**src/hw/pwm_timer_pkg.sv**
```systemverilog
// Constants for the four-channel PWM timer with input capture
package pwm_timer_pkg;
    localparam int NUM_CH = 4;
    localparam int NUM_PAIR = 2;
    localparam int ADDR_W = 8;
    localparam int DATA_W = 32;
    localparam int CNT_W = 16;

    ////////////////////////////////////////////////////////////////////////////
    // Register byte offsets
    localparam logic [7:0] PRESCALE_OFF = 8'h00;
    localparam logic [7:0] DIVIDER_OFF = 8'h04;
    localparam logic [7:0] CONTROL_OFF = 8'h08;
    localparam logic [7:0] CH_BASE_OFF = 8'h0C;
    localparam logic [7:0] CH_STRIDE = 8'h0C;
    localparam logic [7:0] PERIOD_SUB = 8'h00;
    localparam logic [7:0] COMPARE_SUB = 8'h04;
    localparam logic [7:0] READBACK_SUB = 8'h08;
    localparam logic [7:0] INT_ENABLE_OFF = 8'h40;
    localparam logic [7:0] INT_FLAG_OFF = 8'h44;
    localparam logic [7:0] CAPCTL_OFF = 8'h50;
    localparam logic [7:0] CAPCTL_STRIDE = 8'h04;
    localparam logic [7:0] LATCH_BASE_OFF = 8'h58;
    localparam logic [7:0] LATCH_STRIDE = 8'h08;
    localparam logic [7:0] FALL_SUB = 8'h04;
    localparam logic [7:0] CAPEN_OFF = 8'h78;
    localparam logic [7:0] OUTEN_OFF = 8'h7C;

    ////////////////////////////////////////////////////////////////////////////
    // Field positions
    localparam int PRE_FIELD_W = 8;
    localparam int PRE_STRIDE = 8;
    localparam int DZ_POS = 16;
    localparam int DIV_FIELD_W = 3;
    localparam int DIV_STRIDE = 4;
    localparam int CTL_STRIDE = 8;
    localparam int CTL_EN_BIT = 0;
    localparam int CTL_INV_BIT = 2;
    localparam int CTL_MODE_BIT = 3;
    localparam int CTL_DZ_BIT = 4;
    localparam int CAP_STRIDE = 16;
    localparam int CAP_RISE_IE_BIT = 1;
    localparam int CAP_FALL_IE_BIT = 2;
    localparam int CAP_FLAG_BIT = 4;
    localparam int CAP_RISE_FLAG_BIT = 6;
    localparam int CAP_FALL_FLAG_BIT = 7;

    ////////////////////////////////////////////////////////////////////////////
    // Divider select codes and reset value
    localparam logic [2:0] DIV_SEL_2 = 3'h0;
    localparam logic [2:0] DIV_SEL_4 = 3'h1;
    localparam logic [2:0] DIV_SEL_8 = 3'h2;
    localparam logic [2:0] DIV_SEL_16 = 3'h3;
    localparam logic [2:0] DIV_SEL_1 = 3'h4;
    localparam logic [31:0] REG_RESET = 32'h0000_0000;
endpackage

```
**src/hw/pwm_timer_with_capture.sv**
```systemverilog
// Four-channel PWM timer group with dead-zone pairs and input capture
//
// Summary of operation
// - Frequency is clock over prescale plus one, divider, period plus one
// - Compare at or above period keeps output high
// - Low period-compare ticks, high compare plus one
// - New period takes effect next period in auto-reload mode
// - Counter readback returns live down counter
// - Mode bit zero one-shot, one auto-reload
// - Mode change clears period and compare
// - One-shot end clears values, holds counter
// - One-shot non-zero period write restarts counting
// - Auto-reload reloads period at zero
// - Zero period holds the counter
// - Compare write applies from next period
// - Dead zone delays paired rising edges
// - Capture latches counter on input edges
// - Separate rise and fall capture interrupt enables
// - Capture interrupt reloads counter from period
// - Pulse widths follow from period and latches
// - Channel interrupts merged per group line
// - Clearing run enable stops output at once; an odd dead-zone output follows the even run bit
// - Counter reaching zero sets channel flag
// - Dead-zone pair complementary, even timer drives
// - Prescaler divides by value plus one, zero stops
//
// The address map and the address-and-strobe port are this design's own decisions.
module pwm_timer_with_capture (
    // Clock and reset
    input wire logic clock,
    input wire logic rst,
    // Register port
    input wire logic [7:0] addr,
    input wire logic [31:0] wdata,
    input wire logic wr_en,
    input wire logic rd_en,
    output logic [31:0] rdata,
    // Channel pins
    output logic [3:0] pwm_out,
    output logic [3:0] pwm_oe,
    input wire logic [3:0] cap_in,
    // Interrupt
    output logic group_a_interrupt
);

    ////////////////////////////////////////////////////////////////////////////
    // Shared registers
    logic [31:0] prescale_control_reg;
    logic [31:0] divider_select_reg;
    logic [31:0] channel_control_reg;
    logic [3:0] interrupt_enable_set_reg;
    logic [3:0] period_flag_reg;
    logic [3:0] capture_input_enable_reg;
    logic [3:0] pin_output_enable_reg;
    logic [3:0] rise_ie_reg;
    logic [3:0] fall_ie_reg;
    logic [3:0] capture_flag_reg;
    logic [3:0] rise_flag_reg;
    logic [3:0] fall_flag_reg;
    logic [31:0] rdata_reg;
    logic [31:0] rdata_next;

    // Per-channel state
    logic [15:0] period_reload_value_reg [pwm_timer_pkg::NUM_CH];
    logic [15:0] compare_value_reg [pwm_timer_pkg::NUM_CH];
    logic [15:0] period_act_reg [pwm_timer_pkg::NUM_CH];
    logic [15:0] compare_act_reg [pwm_timer_pkg::NUM_CH];
    logic [15:0] count_reg [pwm_timer_pkg::NUM_CH];
    logic [15:0] rise_capture_latch_reg [pwm_timer_pkg::NUM_CH];
    logic [15:0] fall_capture_latch_reg [pwm_timer_pkg::NUM_CH];
    logic [3:0] div_cnt_reg [pwm_timer_pkg::NUM_CH];
    logic [7:0] dz_cnt_reg [pwm_timer_pkg::NUM_CH];
    logic [7:0] pre_cnt_reg [pwm_timer_pkg::NUM_PAIR];
    logic [3:0] tick;
    logic [3:0] zero_evt;
    logic [3:0] raw_pwm;
    logic [3:0] run;
    logic [3:0] mode;
    logic [3:0] mode_flip;
    logic [3:0] rise_evt;
    logic [3:0] fall_evt;
    logic [3:0] cap_irq_evt;
    logic [3:0] sync1_reg;
    logic [3:0] sync2_reg;
    logic [3:0] sync3_reg;
    logic [3:0] out_reg;
    logic [1:0] pre_tick;

    logic ctl_wr;

    function automatic logic [7:0] ch_addr(input int ch, input logic [7:0] sub);
        return 8'(pwm_timer_pkg::CH_BASE_OFF + ch * pwm_timer_pkg::CH_STRIDE) + sub;
    endfunction

    function automatic logic [7:0] latch_addr(input int ch, input logic [7:0] sub);
        return 8'(pwm_timer_pkg::LATCH_BASE_OFF + ch * pwm_timer_pkg::LATCH_STRIDE) + sub;
    endfunction

    // Divide factor minus one, as a terminal count for the divider
    function automatic logic [3:0] div_last(input logic [2:0] sel);
        case (sel)
            pwm_timer_pkg::DIV_SEL_1: return 4'h0;
            pwm_timer_pkg::DIV_SEL_2: return 4'h1;
            pwm_timer_pkg::DIV_SEL_4: return 4'h3;
            pwm_timer_pkg::DIV_SEL_8: return 4'h7;
            pwm_timer_pkg::DIV_SEL_16: return 4'hF;
            default: return 4'h1;
        endcase
    endfunction

    assign ctl_wr = wr_en && (addr == pwm_timer_pkg::CONTROL_OFF);

    ////////////////////////////////////////////////////////////////////////////
    // Shared register writes
    always_ff @(posedge clock or posedge rst) begin
        if (rst) begin
            prescale_control_reg <= pwm_timer_pkg::REG_RESET;
            divider_select_reg <= pwm_timer_pkg::REG_RESET;
            channel_control_reg <= pwm_timer_pkg::REG_RESET;
            interrupt_enable_set_reg <= 4'h0;
            capture_input_enable_reg <= 4'h0;
            pin_output_enable_reg <= 4'h0;
        end else if (wr_en) begin
            case (addr)
                pwm_timer_pkg::PRESCALE_OFF: prescale_control_reg <= wdata;
                pwm_timer_pkg::DIVIDER_OFF: divider_select_reg <= wdata & 32'h0000_7777;
                pwm_timer_pkg::CONTROL_OFF: channel_control_reg <= wdata & 32'h0D0D_0D3D;
                pwm_timer_pkg::INT_ENABLE_OFF: interrupt_enable_set_reg <= wdata[3:0];
                pwm_timer_pkg::CAPEN_OFF: capture_input_enable_reg <= wdata[3:0];
                pwm_timer_pkg::OUTEN_OFF: pin_output_enable_reg <= wdata[3:0];
                default: ;
            endcase
        end
    end

    ////////////////////////////////////////////////////////////////////////////
    // Prescalers, one per pair
    for (genvar p = 0; p < pwm_timer_pkg::NUM_PAIR; p++) begin : g_pre
        logic [7:0] pre_val;
        assign pre_val = prescale_control_reg[p * pwm_timer_pkg::PRE_STRIDE +: 8];
        assign pre_tick[p] = (pre_val != 8'h00) && (pre_cnt_reg[p] == pre_val);

        always_ff @(posedge clock or posedge rst) begin
            if (rst) begin
                pre_cnt_reg[p] <= 8'h00;
            end else if (pre_val == 8'h00 || pre_cnt_reg[p] >= pre_val) begin
                pre_cnt_reg[p] <= 8'h00;
            end else begin
                pre_cnt_reg[p] <= pre_cnt_reg[p] + 8'h01;
            end
        end
    end

    ////////////////////////////////////////////////////////////////////////////
    // Input synchronisers and edge detect
    always_ff @(posedge clock or posedge rst) begin
        if (rst) begin
            sync1_reg <= 4'h0;
            sync2_reg <= 4'h0;
            sync3_reg <= 4'h0;
        end else begin
            sync1_reg <= cap_in;
            sync2_reg <= sync1_reg;
            sync3_reg <= sync2_reg;
        end
    end

    assign rise_evt = capture_input_enable_reg & sync2_reg & ~sync3_reg;
    assign fall_evt = capture_input_enable_reg & ~sync2_reg & sync3_reg;
    assign cap_irq_evt = (rise_evt & rise_ie_reg) | (fall_evt & fall_ie_reg);

    ////////////////////////////////////////////////////////////////////////////
    // Channels
    for (genvar i = 0; i < pwm_timer_pkg::NUM_CH; i++) begin : g_ch
        localparam int CB = i * pwm_timer_pkg::CTL_STRIDE;
        localparam int PAIR = i / 2;
        localparam int KB = (i % 2) * pwm_timer_pkg::CAP_STRIDE;
        localparam logic [7:0] CAP_ADDR = 8'(pwm_timer_pkg::CAPCTL_OFF
            + PAIR * pwm_timer_pkg::CAPCTL_STRIDE);
        logic per_wr;
        logic cmp_wr;
        logic cap_wr;
        logic dz_on;
        logic target;
        logic [7:0] dz_len;

        assign run[i] = channel_control_reg[CB + pwm_timer_pkg::CTL_EN_BIT];
        assign mode[i] = channel_control_reg[CB + pwm_timer_pkg::CTL_MODE_BIT];
        assign mode_flip[i] = ctl_wr && (wdata[CB + pwm_timer_pkg::CTL_MODE_BIT] != mode[i]);
        assign per_wr = wr_en && (addr == ch_addr(i, pwm_timer_pkg::PERIOD_SUB));
        assign cmp_wr = wr_en && (addr == ch_addr(i, pwm_timer_pkg::COMPARE_SUB));
        assign cap_wr = wr_en && (addr == CAP_ADDR);
        assign tick[i] = pre_tick[PAIR] && (div_cnt_reg[i] == div_last(
            divider_select_reg[i * pwm_timer_pkg::DIV_STRIDE +: pwm_timer_pkg::DIV_FIELD_W]));
        assign zero_evt[i] = run[i] && tick[i] && (count_reg[i] == 16'h0001);

        // Clock divider on prescaler pulses
        always_ff @(posedge clock or posedge rst) begin
            if (rst) begin
                div_cnt_reg[i] <= 4'h0;
            end else if (tick[i]) begin
                div_cnt_reg[i] <= 4'h0;
            end else if (pre_tick[PAIR]) begin
                div_cnt_reg[i] <= div_cnt_reg[i] + 4'h1;
            end
        end

        // Buffered period and compare; a write wins over a hardware clear
        always_ff @(posedge clock or posedge rst) begin
            if (rst) begin
                period_reload_value_reg[i] <= 16'h0000;
                compare_value_reg[i] <= 16'h0000;
            end else if (mode_flip[i]) begin
                period_reload_value_reg[i] <= 16'h0000;
                compare_value_reg[i] <= 16'h0000;
            end else begin
                if (per_wr) begin
                    period_reload_value_reg[i] <= wdata[15:0];
                end else if (zero_evt[i] && !mode[i]) begin
                    period_reload_value_reg[i] <= 16'h0000;
                end
                if (cmp_wr) begin
                    compare_value_reg[i] <= wdata[15:0];
                end else if (zero_evt[i] && !mode[i]) begin
                    compare_value_reg[i] <= 16'h0000;
                end
            end
        end

        // Down counter and active period/compare
        always_ff @(posedge clock or posedge rst) begin
            if (rst) begin
                count_reg[i] <= 16'h0000;
                period_act_reg[i] <= 16'h0000;
                compare_act_reg[i] <= 16'h0000;
            end else if (per_wr && !mode[i] && wdata[15:0] != 16'h0000) begin
                count_reg[i] <= wdata[15:0];
                period_act_reg[i] <= wdata[15:0];
                compare_act_reg[i] <= compare_value_reg[i];
            end else if (cap_irq_evt[i]) begin
                count_reg[i] <= period_reload_value_reg[i];
            end else if (run[i] && tick[i]) begin
                if (count_reg[i] != 16'h0000) begin
                    count_reg[i] <= count_reg[i] - 16'h0001;
                    if (zero_evt[i] && !mode[i]) begin
                        period_act_reg[i] <= 16'h0000;
                    end
                end else if (mode[i] && period_reload_value_reg[i] != 16'h0000) begin
                    count_reg[i] <= period_reload_value_reg[i];
                    period_act_reg[i] <= period_reload_value_reg[i];
                    compare_act_reg[i] <= compare_value_reg[i];
                end else if (mode[i]) begin
                    period_act_reg[i] <= 16'h0000;
                end
            end
        end

        // High while count at or below compare, so high width is compare+1
        assign raw_pwm[i] = run[i] && (period_act_reg[i] != 16'h0000)
            && (count_reg[i] <= compare_act_reg[i]);

        // Capture latches and flags; an edge wins over a clear
        always_ff @(posedge clock or posedge rst) begin
            if (rst) begin
                rise_capture_latch_reg[i] <= 16'h0000;
                fall_capture_latch_reg[i] <= 16'h0000;
                rise_ie_reg[i] <= 1'b0;
                fall_ie_reg[i] <= 1'b0;
                rise_flag_reg[i] <= 1'b0;
                fall_flag_reg[i] <= 1'b0;
                capture_flag_reg[i] <= 1'b0;
            end else begin
                if (rise_evt[i]) begin
                    rise_capture_latch_reg[i] <= count_reg[i];
                end
                if (fall_evt[i]) begin
                    fall_capture_latch_reg[i] <= count_reg[i];
                end
                if (cap_wr) begin
                    rise_ie_reg[i] <= wdata[KB + pwm_timer_pkg::CAP_RISE_IE_BIT];
                    fall_ie_reg[i] <= wdata[KB + pwm_timer_pkg::CAP_FALL_IE_BIT];
                end
                rise_flag_reg[i] <= rise_evt[i] | (rise_flag_reg[i]
                    & ~(cap_wr & wdata[KB + pwm_timer_pkg::CAP_RISE_FLAG_BIT]));
                fall_flag_reg[i] <= fall_evt[i] | (fall_flag_reg[i]
                    & ~(cap_wr & wdata[KB + pwm_timer_pkg::CAP_FALL_FLAG_BIT]));
                capture_flag_reg[i] <= cap_irq_evt[i] | (capture_flag_reg[i]
                    & ~(cap_wr & wdata[KB + pwm_timer_pkg::CAP_FLAG_BIT]));
            end
        end

        // Dead zone: pair driven by even timer, odd output complementary
        assign dz_on = channel_control_reg[pwm_timer_pkg::CTL_DZ_BIT + PAIR];
        assign dz_len = prescale_control_reg[pwm_timer_pkg::DZ_POS + PAIR * 8 +: 8];
        always_comb begin
            if (!dz_on) begin
                target = raw_pwm[i];
            end else if (i % 2 == 0) begin
                target = raw_pwm[2 * PAIR];
            end else begin
                target = run[2 * PAIR] && !raw_pwm[2 * PAIR];
            end
        end

        // Delay counted in even-timer ticks; falling edges pass at once
        always_ff @(posedge clock or posedge rst) begin
            if (rst) begin
                dz_cnt_reg[i] <= 8'h00;
                out_reg[i] <= 1'b0;
            end else if (!target) begin
                dz_cnt_reg[i] <= 8'h00;
                out_reg[i] <= 1'b0;
            end else if (!dz_on || dz_cnt_reg[i] >= dz_len) begin
                out_reg[i] <= 1'b1;
            end else if (tick[2 * PAIR]) begin
                dz_cnt_reg[i] <= dz_cnt_reg[i] + 8'h01;
            end
        end

        assign pwm_out[i] = out_reg[i] ^ channel_control_reg[CB + pwm_timer_pkg::CTL_INV_BIT];
    end

    assign pwm_oe = pin_output_enable_reg;

    ////////////////////////////////////////////////////////////////////////////
    // Period flags and merged interrupt
    always_ff @(posedge clock or posedge rst) begin
        if (rst) begin
            period_flag_reg <= 4'h0;
        end else begin
            period_flag_reg <= zero_evt | (period_flag_reg & ~({4{wr_en
                && addr == pwm_timer_pkg::INT_FLAG_OFF}} & wdata[3:0]));
        end
    end

    // Each channel shares one source between its PWM and capture use
    assign group_a_interrupt = |((period_flag_reg & interrupt_enable_set_reg)
        | capture_flag_reg);

    ////////////////////////////////////////////////////////////////////////////
    // Read mux, data valid the cycle after the strobe
    always_comb begin
        rdata_next = 32'h0000_0000;
        case (addr)
            pwm_timer_pkg::PRESCALE_OFF: rdata_next = prescale_control_reg;
            pwm_timer_pkg::DIVIDER_OFF: rdata_next = divider_select_reg;
            pwm_timer_pkg::CONTROL_OFF: rdata_next = channel_control_reg;
            pwm_timer_pkg::INT_ENABLE_OFF: rdata_next[3:0] = interrupt_enable_set_reg;
            pwm_timer_pkg::INT_FLAG_OFF: rdata_next[3:0] = period_flag_reg;
            pwm_timer_pkg::CAPEN_OFF: rdata_next[3:0] = capture_input_enable_reg;
            pwm_timer_pkg::OUTEN_OFF: rdata_next[3:0] = pin_output_enable_reg;
            default: ;
        endcase
        for (int c = 0; c < pwm_timer_pkg::NUM_CH; c++) begin
            if (addr == ch_addr(c, pwm_timer_pkg::PERIOD_SUB)) begin
                rdata_next[15:0] = period_reload_value_reg[c];
            end
            if (addr == ch_addr(c, pwm_timer_pkg::COMPARE_SUB)) begin
                rdata_next[15:0] = compare_value_reg[c];
            end
            if (addr == ch_addr(c, pwm_timer_pkg::READBACK_SUB)) begin
                rdata_next[15:0] = count_reg[c];
            end
            if (addr == latch_addr(c, 8'h00)) begin
                rdata_next[15:0] = rise_capture_latch_reg[c];
            end
            if (addr == latch_addr(c, pwm_timer_pkg::FALL_SUB)) begin
                rdata_next[15:0] = fall_capture_latch_reg[c];
            end
            if (addr == 8'(pwm_timer_pkg::CAPCTL_OFF
                + (c / 2) * pwm_timer_pkg::CAPCTL_STRIDE)) begin
                rdata_next[(c % 2) * 16 + pwm_timer_pkg::CAP_RISE_IE_BIT] = rise_ie_reg[c];
                rdata_next[(c % 2) * 16 + pwm_timer_pkg::CAP_FALL_IE_BIT] = fall_ie_reg[c];
                rdata_next[(c % 2) * 16 + pwm_timer_pkg::CAP_FLAG_BIT] = capture_flag_reg[c];
                rdata_next[(c % 2) * 16 + pwm_timer_pkg::CAP_RISE_FLAG_BIT] = rise_flag_reg[c];
                rdata_next[(c % 2) * 16 + pwm_timer_pkg::CAP_FALL_FLAG_BIT] = fall_flag_reg[c];
            end
        end
    end

    always_ff @(posedge clock or posedge rst) begin
        if (rst) begin
            rdata_reg <= 32'h0000_0000;
        end else if (rd_en) begin
            rdata_reg <= rdata_next;
        end else begin
            rdata_reg <= 32'h0000_0000;
        end
    end

    assign rdata = rdata_reg;

endmodule

```
**config.mk**
```make
export PLATFORM = sky130hd
export DESIGN_NAME = pwm_timer_with_capture
export DESIGN_NICKNAME = d
export VERILOG_FILES = /design/src/hw/pwm_timer_pkg.sv /design/src/hw/pwm_timer_with_capture.sv
export SDC_FILE = /design/constraint.sdc
export NUM_CORES = 2
export LEC_CHECK = 0
export ABC_AREA = 1
export BUFFER_PORTS_ARGS = -buffer_cell sky130_fd_sc_hd__buf_2
export CAP_MARGIN = 10
export CORE_MARGIN = 8
export CORE_UTILIZATION = 63
export CTS_CLUSTER_SIZE = 28
export DETAILED_ROUTE_END_ITERATION = 10
export PLACE_DENSITY = 0.83
export SETUP_SLACK_MARGIN = 0.05
export SYNTH_ARGS = -nofsm -noshare
export SYNTH_HDL_FRONTEND = slang
export SYNTH_SLANG_ARGS = --single-unit
export TNS_END_PERCENT = 30
```
**constraint.sdc**
```tcl
create_clock -name clock -period 27.3 [get_ports clock]
set_input_delay 1.365 -clock clock [delete_from_list [all_inputs] [get_ports clock]]
set_output_delay 1.365 -clock clock [all_outputs]
set_load 0.05 [all_outputs]
```
==> summary.txt <==
Outcome
  • Status: finished clean

Yosys
  • Cell taking the most area after synthesis: dfrtp_1
  • Post-synth EDFFs: 0
  • Post-synthesis sequential area ratio: 48.10%
  • Dominant synthesized flop cell: dfrtp_1
  • Netlist cell types: 69
  • Most common cell in the synthesized netlist: nand2_1
  • Cell Area, Synth: 34,020 µm²
  • Ys async rst share: 100.0%
  • Mean area per synthesized cell: 8.193 µm²
  • Post-synth net total: 4,331
  • Synth cell count leaders: nand2_1, dfrtp_1, inv_1
  • Yosys top cell area share: 48.10%
  • Register bit total from synthesis: 654
  • Synth area leaders: dfrtp_1, nand2_1, o21ai_0
  • Synth Instances: 4,153
  • Synthesis warning total: 0

Finish
  • Final instance area: 37,450 µm²
  • Area of the multi-input gates: 14,790 µm²
  • Nets@finish: 4,375
  • FF/Latch Area: 16,370 µm²
  • Fillcell total: 4,283
  • Area growth syn-to-layout: 10.06%
  • Layout cells sized above 1: 8.002%
  • Final Non-Filler Cells: 4,955
  • Fin util: 69.86%

Floorplanning
  • Core Area: 53,600 µm²
  • Die H: 248.4 µm
  • Die area: 61,700 µm²
  • Row count: 85
  • I/O pin cnt: 89
  • Initial Util: 63.48%
  • Chip Width: 248.4 µm

Setup path
  • Critical-path cell list: buf_2, inv_1, nand2_1, nor2_1, inv_1, nor2_1, inv_2, nor2_1, nand2_1, nor2_2, inv_2, nand2_1, inv_1, a221o_1
  • R2r startpoint: prescale_control_reg[15]$_DFFE_PP0P_
  • CP Capture Type: flop
  • Worst Path Arrival: 5.04 ns
  • Critical path origin: addr[7]
  • Max stage delay on crit path: 0.67 ns
  • CP startpoint kind: input pin
  • CP max stage cell: nor2_1
  • Critical path data required time: 27.79 ns
  • Crit Path Class: input pin to flop
  • Critical Path Fanout Max: 14

GRT
  • Met1 Track Usage GR: 50.97%
  • Vias in the first global route: 29,913
  • Grt met3 use: 10.91%
  • Total grt overflow: 0
  • Initial antenna violation count: 12
  • Largest net degree at the start of global routing: 149
  • Met2 usage: 55.26%
  • Busiest grt layer: met2
  • GRT Util Overall: 38.00%
  • First-pass GRT wire length: 177,900 µm

Timing
  • Final setup fails: 0
  • Clock Skew: 0.02319 ns
  • Highest clock rate: 219.4 MHz
  • Setup TNS: 0 ns
  • RSZ-0062 raised after global routing: false
  • Final worst path period share: 16.70%
  • Hold Violations, Final: 0
  • Tmin final: 4.558 ns
  • Worst-Margin Slew: 1.232 ns
  • Slew HR: 16.81%
  • Final Max Tran Viols: 0

CTS
  • CTS Sinks: 654
  • Cts repair resizes: 0
  • Clock Latency Late Sink: 0.61 ns
  • Number of buffers created by CTS: 70
  • Setup bufs post-CTS: 0
  • Htree depth: 3
  • Max Root-Sink Buffers: 3
  • Root Driver: clkbuf_16
  • Hold-fix buffers at CTS: 0
  • TritonCTS clock tree: done
  • Clock-pin slew on the worst setup and hold paths: 0.06 ns

Place
  • Count of buffers from port buffering: 88
  • Hpwl dp: 84,130 µm
  • # placed instances: 4,819
  • GP Congestion: 1.038
  • Cell Area, Placed: 34,980 µm²

Power
  • P_leak: 17.37 nW
  • IR drop worst, VDD: 0.04984 mV
  • P per Cell Area: 79.79 nW/µm²

Flow run
  • Number of max-cap violations: 0

Route
  • First-pass DRT Iterations: 10
  • Iter 0 DRT Violations: 4,752
  • Routed length per placed instance: 23.79 µm
  • Post-DRT Antenna Nets: 0
  • Via count: 31,735
  • DRC: 0
  • Vias/cell: 6.405
  • Post-Route WL: 117,900 µm

Min path
  • Tightest Hold Check Type: flop to flop
  • Min-delay src: sync1_reg[0]$_DFF_PP0_
final timing paths:
kind / to / slack [ns] / cells past startpoint
max: count_reg[5]$_DFFE_PP0P_ / 22.74 / 14
min: sync2_reg[0]$_DFF_PP0_ / 0.36 / 0
max reg2reg: compare_act_reg[20]$_DFFE_PP0P_ / 23.24 / 13
min reg2reg: sync2_reg[0]$_DFF_PP0_ / 0.36 / 0
max in group asynchronous: period_act_reg[28]$_DFFE_PP0P_ / 23.31 / 5
min in group asynchronous: dz_cnt_reg[21]$_DFFE_PP0P_ / 0.90 / 2
where the power goes:
| part | leakage [nW] | switching (mW) | total [mW] | internal (mW) |
|---|---|---|---|---|
| combinational | 7.78 | 0.480 | 0.717 | 0.237 |
| clock | 1.18 | 0.406 | 1.01 | 0.599 |
| sequential | 8.41 | 0.153 | 1.27 | 1.11 |
| total | 17.4 | 1.04 | 2.99 | 1.95 |
critical path, delay by kind of cell:
family	cells	cell delay (ns)
simple gates	7	2.36
buf+inv	6	0.96
compound gates	1	0.34
routing by layer:
metal | wire length (µm) | part of all wire [%] | vias up
met5 | 46 | 0.039 | -
li1 | - | - | 14028
met1 | 44200 | 37 | 15043
met4 | 7654 | 6.5 | 8
met2 | 49780 | 42 | 2193
met3 | 16200 | 14 | 463
cell type report:
class	instances	area share [%]
Sequential cell	654	43.70
Multi-Input combinational cell	2752	39.51
Inverter	596	6.008
Clock buffer	104	5.700
Tap cell	696	2.326
Timing Repair Buffer	123	1.951
Clock inverter	20	0.7384
Antenna cell	10	0.06682
layout by cell type, fill, tap and decap left out, types with 17 or more instances in the layout:
cell type | Yosys | routed
nand2_1 | 963 | 962
dfrtp_1 | 654 | 654
inv_1 | 565 | 564
o21ai_0 | 442 | 442
nor2_1 | 247 | 243
a21oi_1 | 165 | 165
o22ai_1 | 157 | 157
nand3_1 | 151 | 151
ha_1 | 130 | 130
buf_2 | 42 | 88
nand4_1 | 79 | 79
clkbuf_16 | 0 | 74
o221ai_1 | 51 | 51
nor3_1 | 49 | 49
xor2_1 | 47 | 47
nor4_1 | 38 | 38
buf_4 | 2 | 32
inv_2 | 21 | 21
o211ai_1 | 21 | 21
o311ai_0 | 18 | 18
nor2_2 | 13 | 17
clkbuf_8 | 0 | 17
through the flow:
step	hold WS, ns	setup WS (ns)	total power [mW]
2_1_floorplan	0.3312	7.609	1.722
3_3_place_gp	0.3330	22.46	1.940
3_5_place_dp	0.3395	22.34	1.963
4_1_cts	0.3524	22.94	2.960
5_1_grt	0.3532	22.56	3.115
6_report	0.3587	22.74	2.988
cells by family after synthesis:
logic type	Yosys count	share of synthesized area (%)
flops	654	48.10
buf+inv	747	8.476
xor+xnor	50	1.287
simple gates	1596	19.98
compound gates	976	17.37
fa+ha+maj	130	4.781
Power figures use the tool's default switching activity.
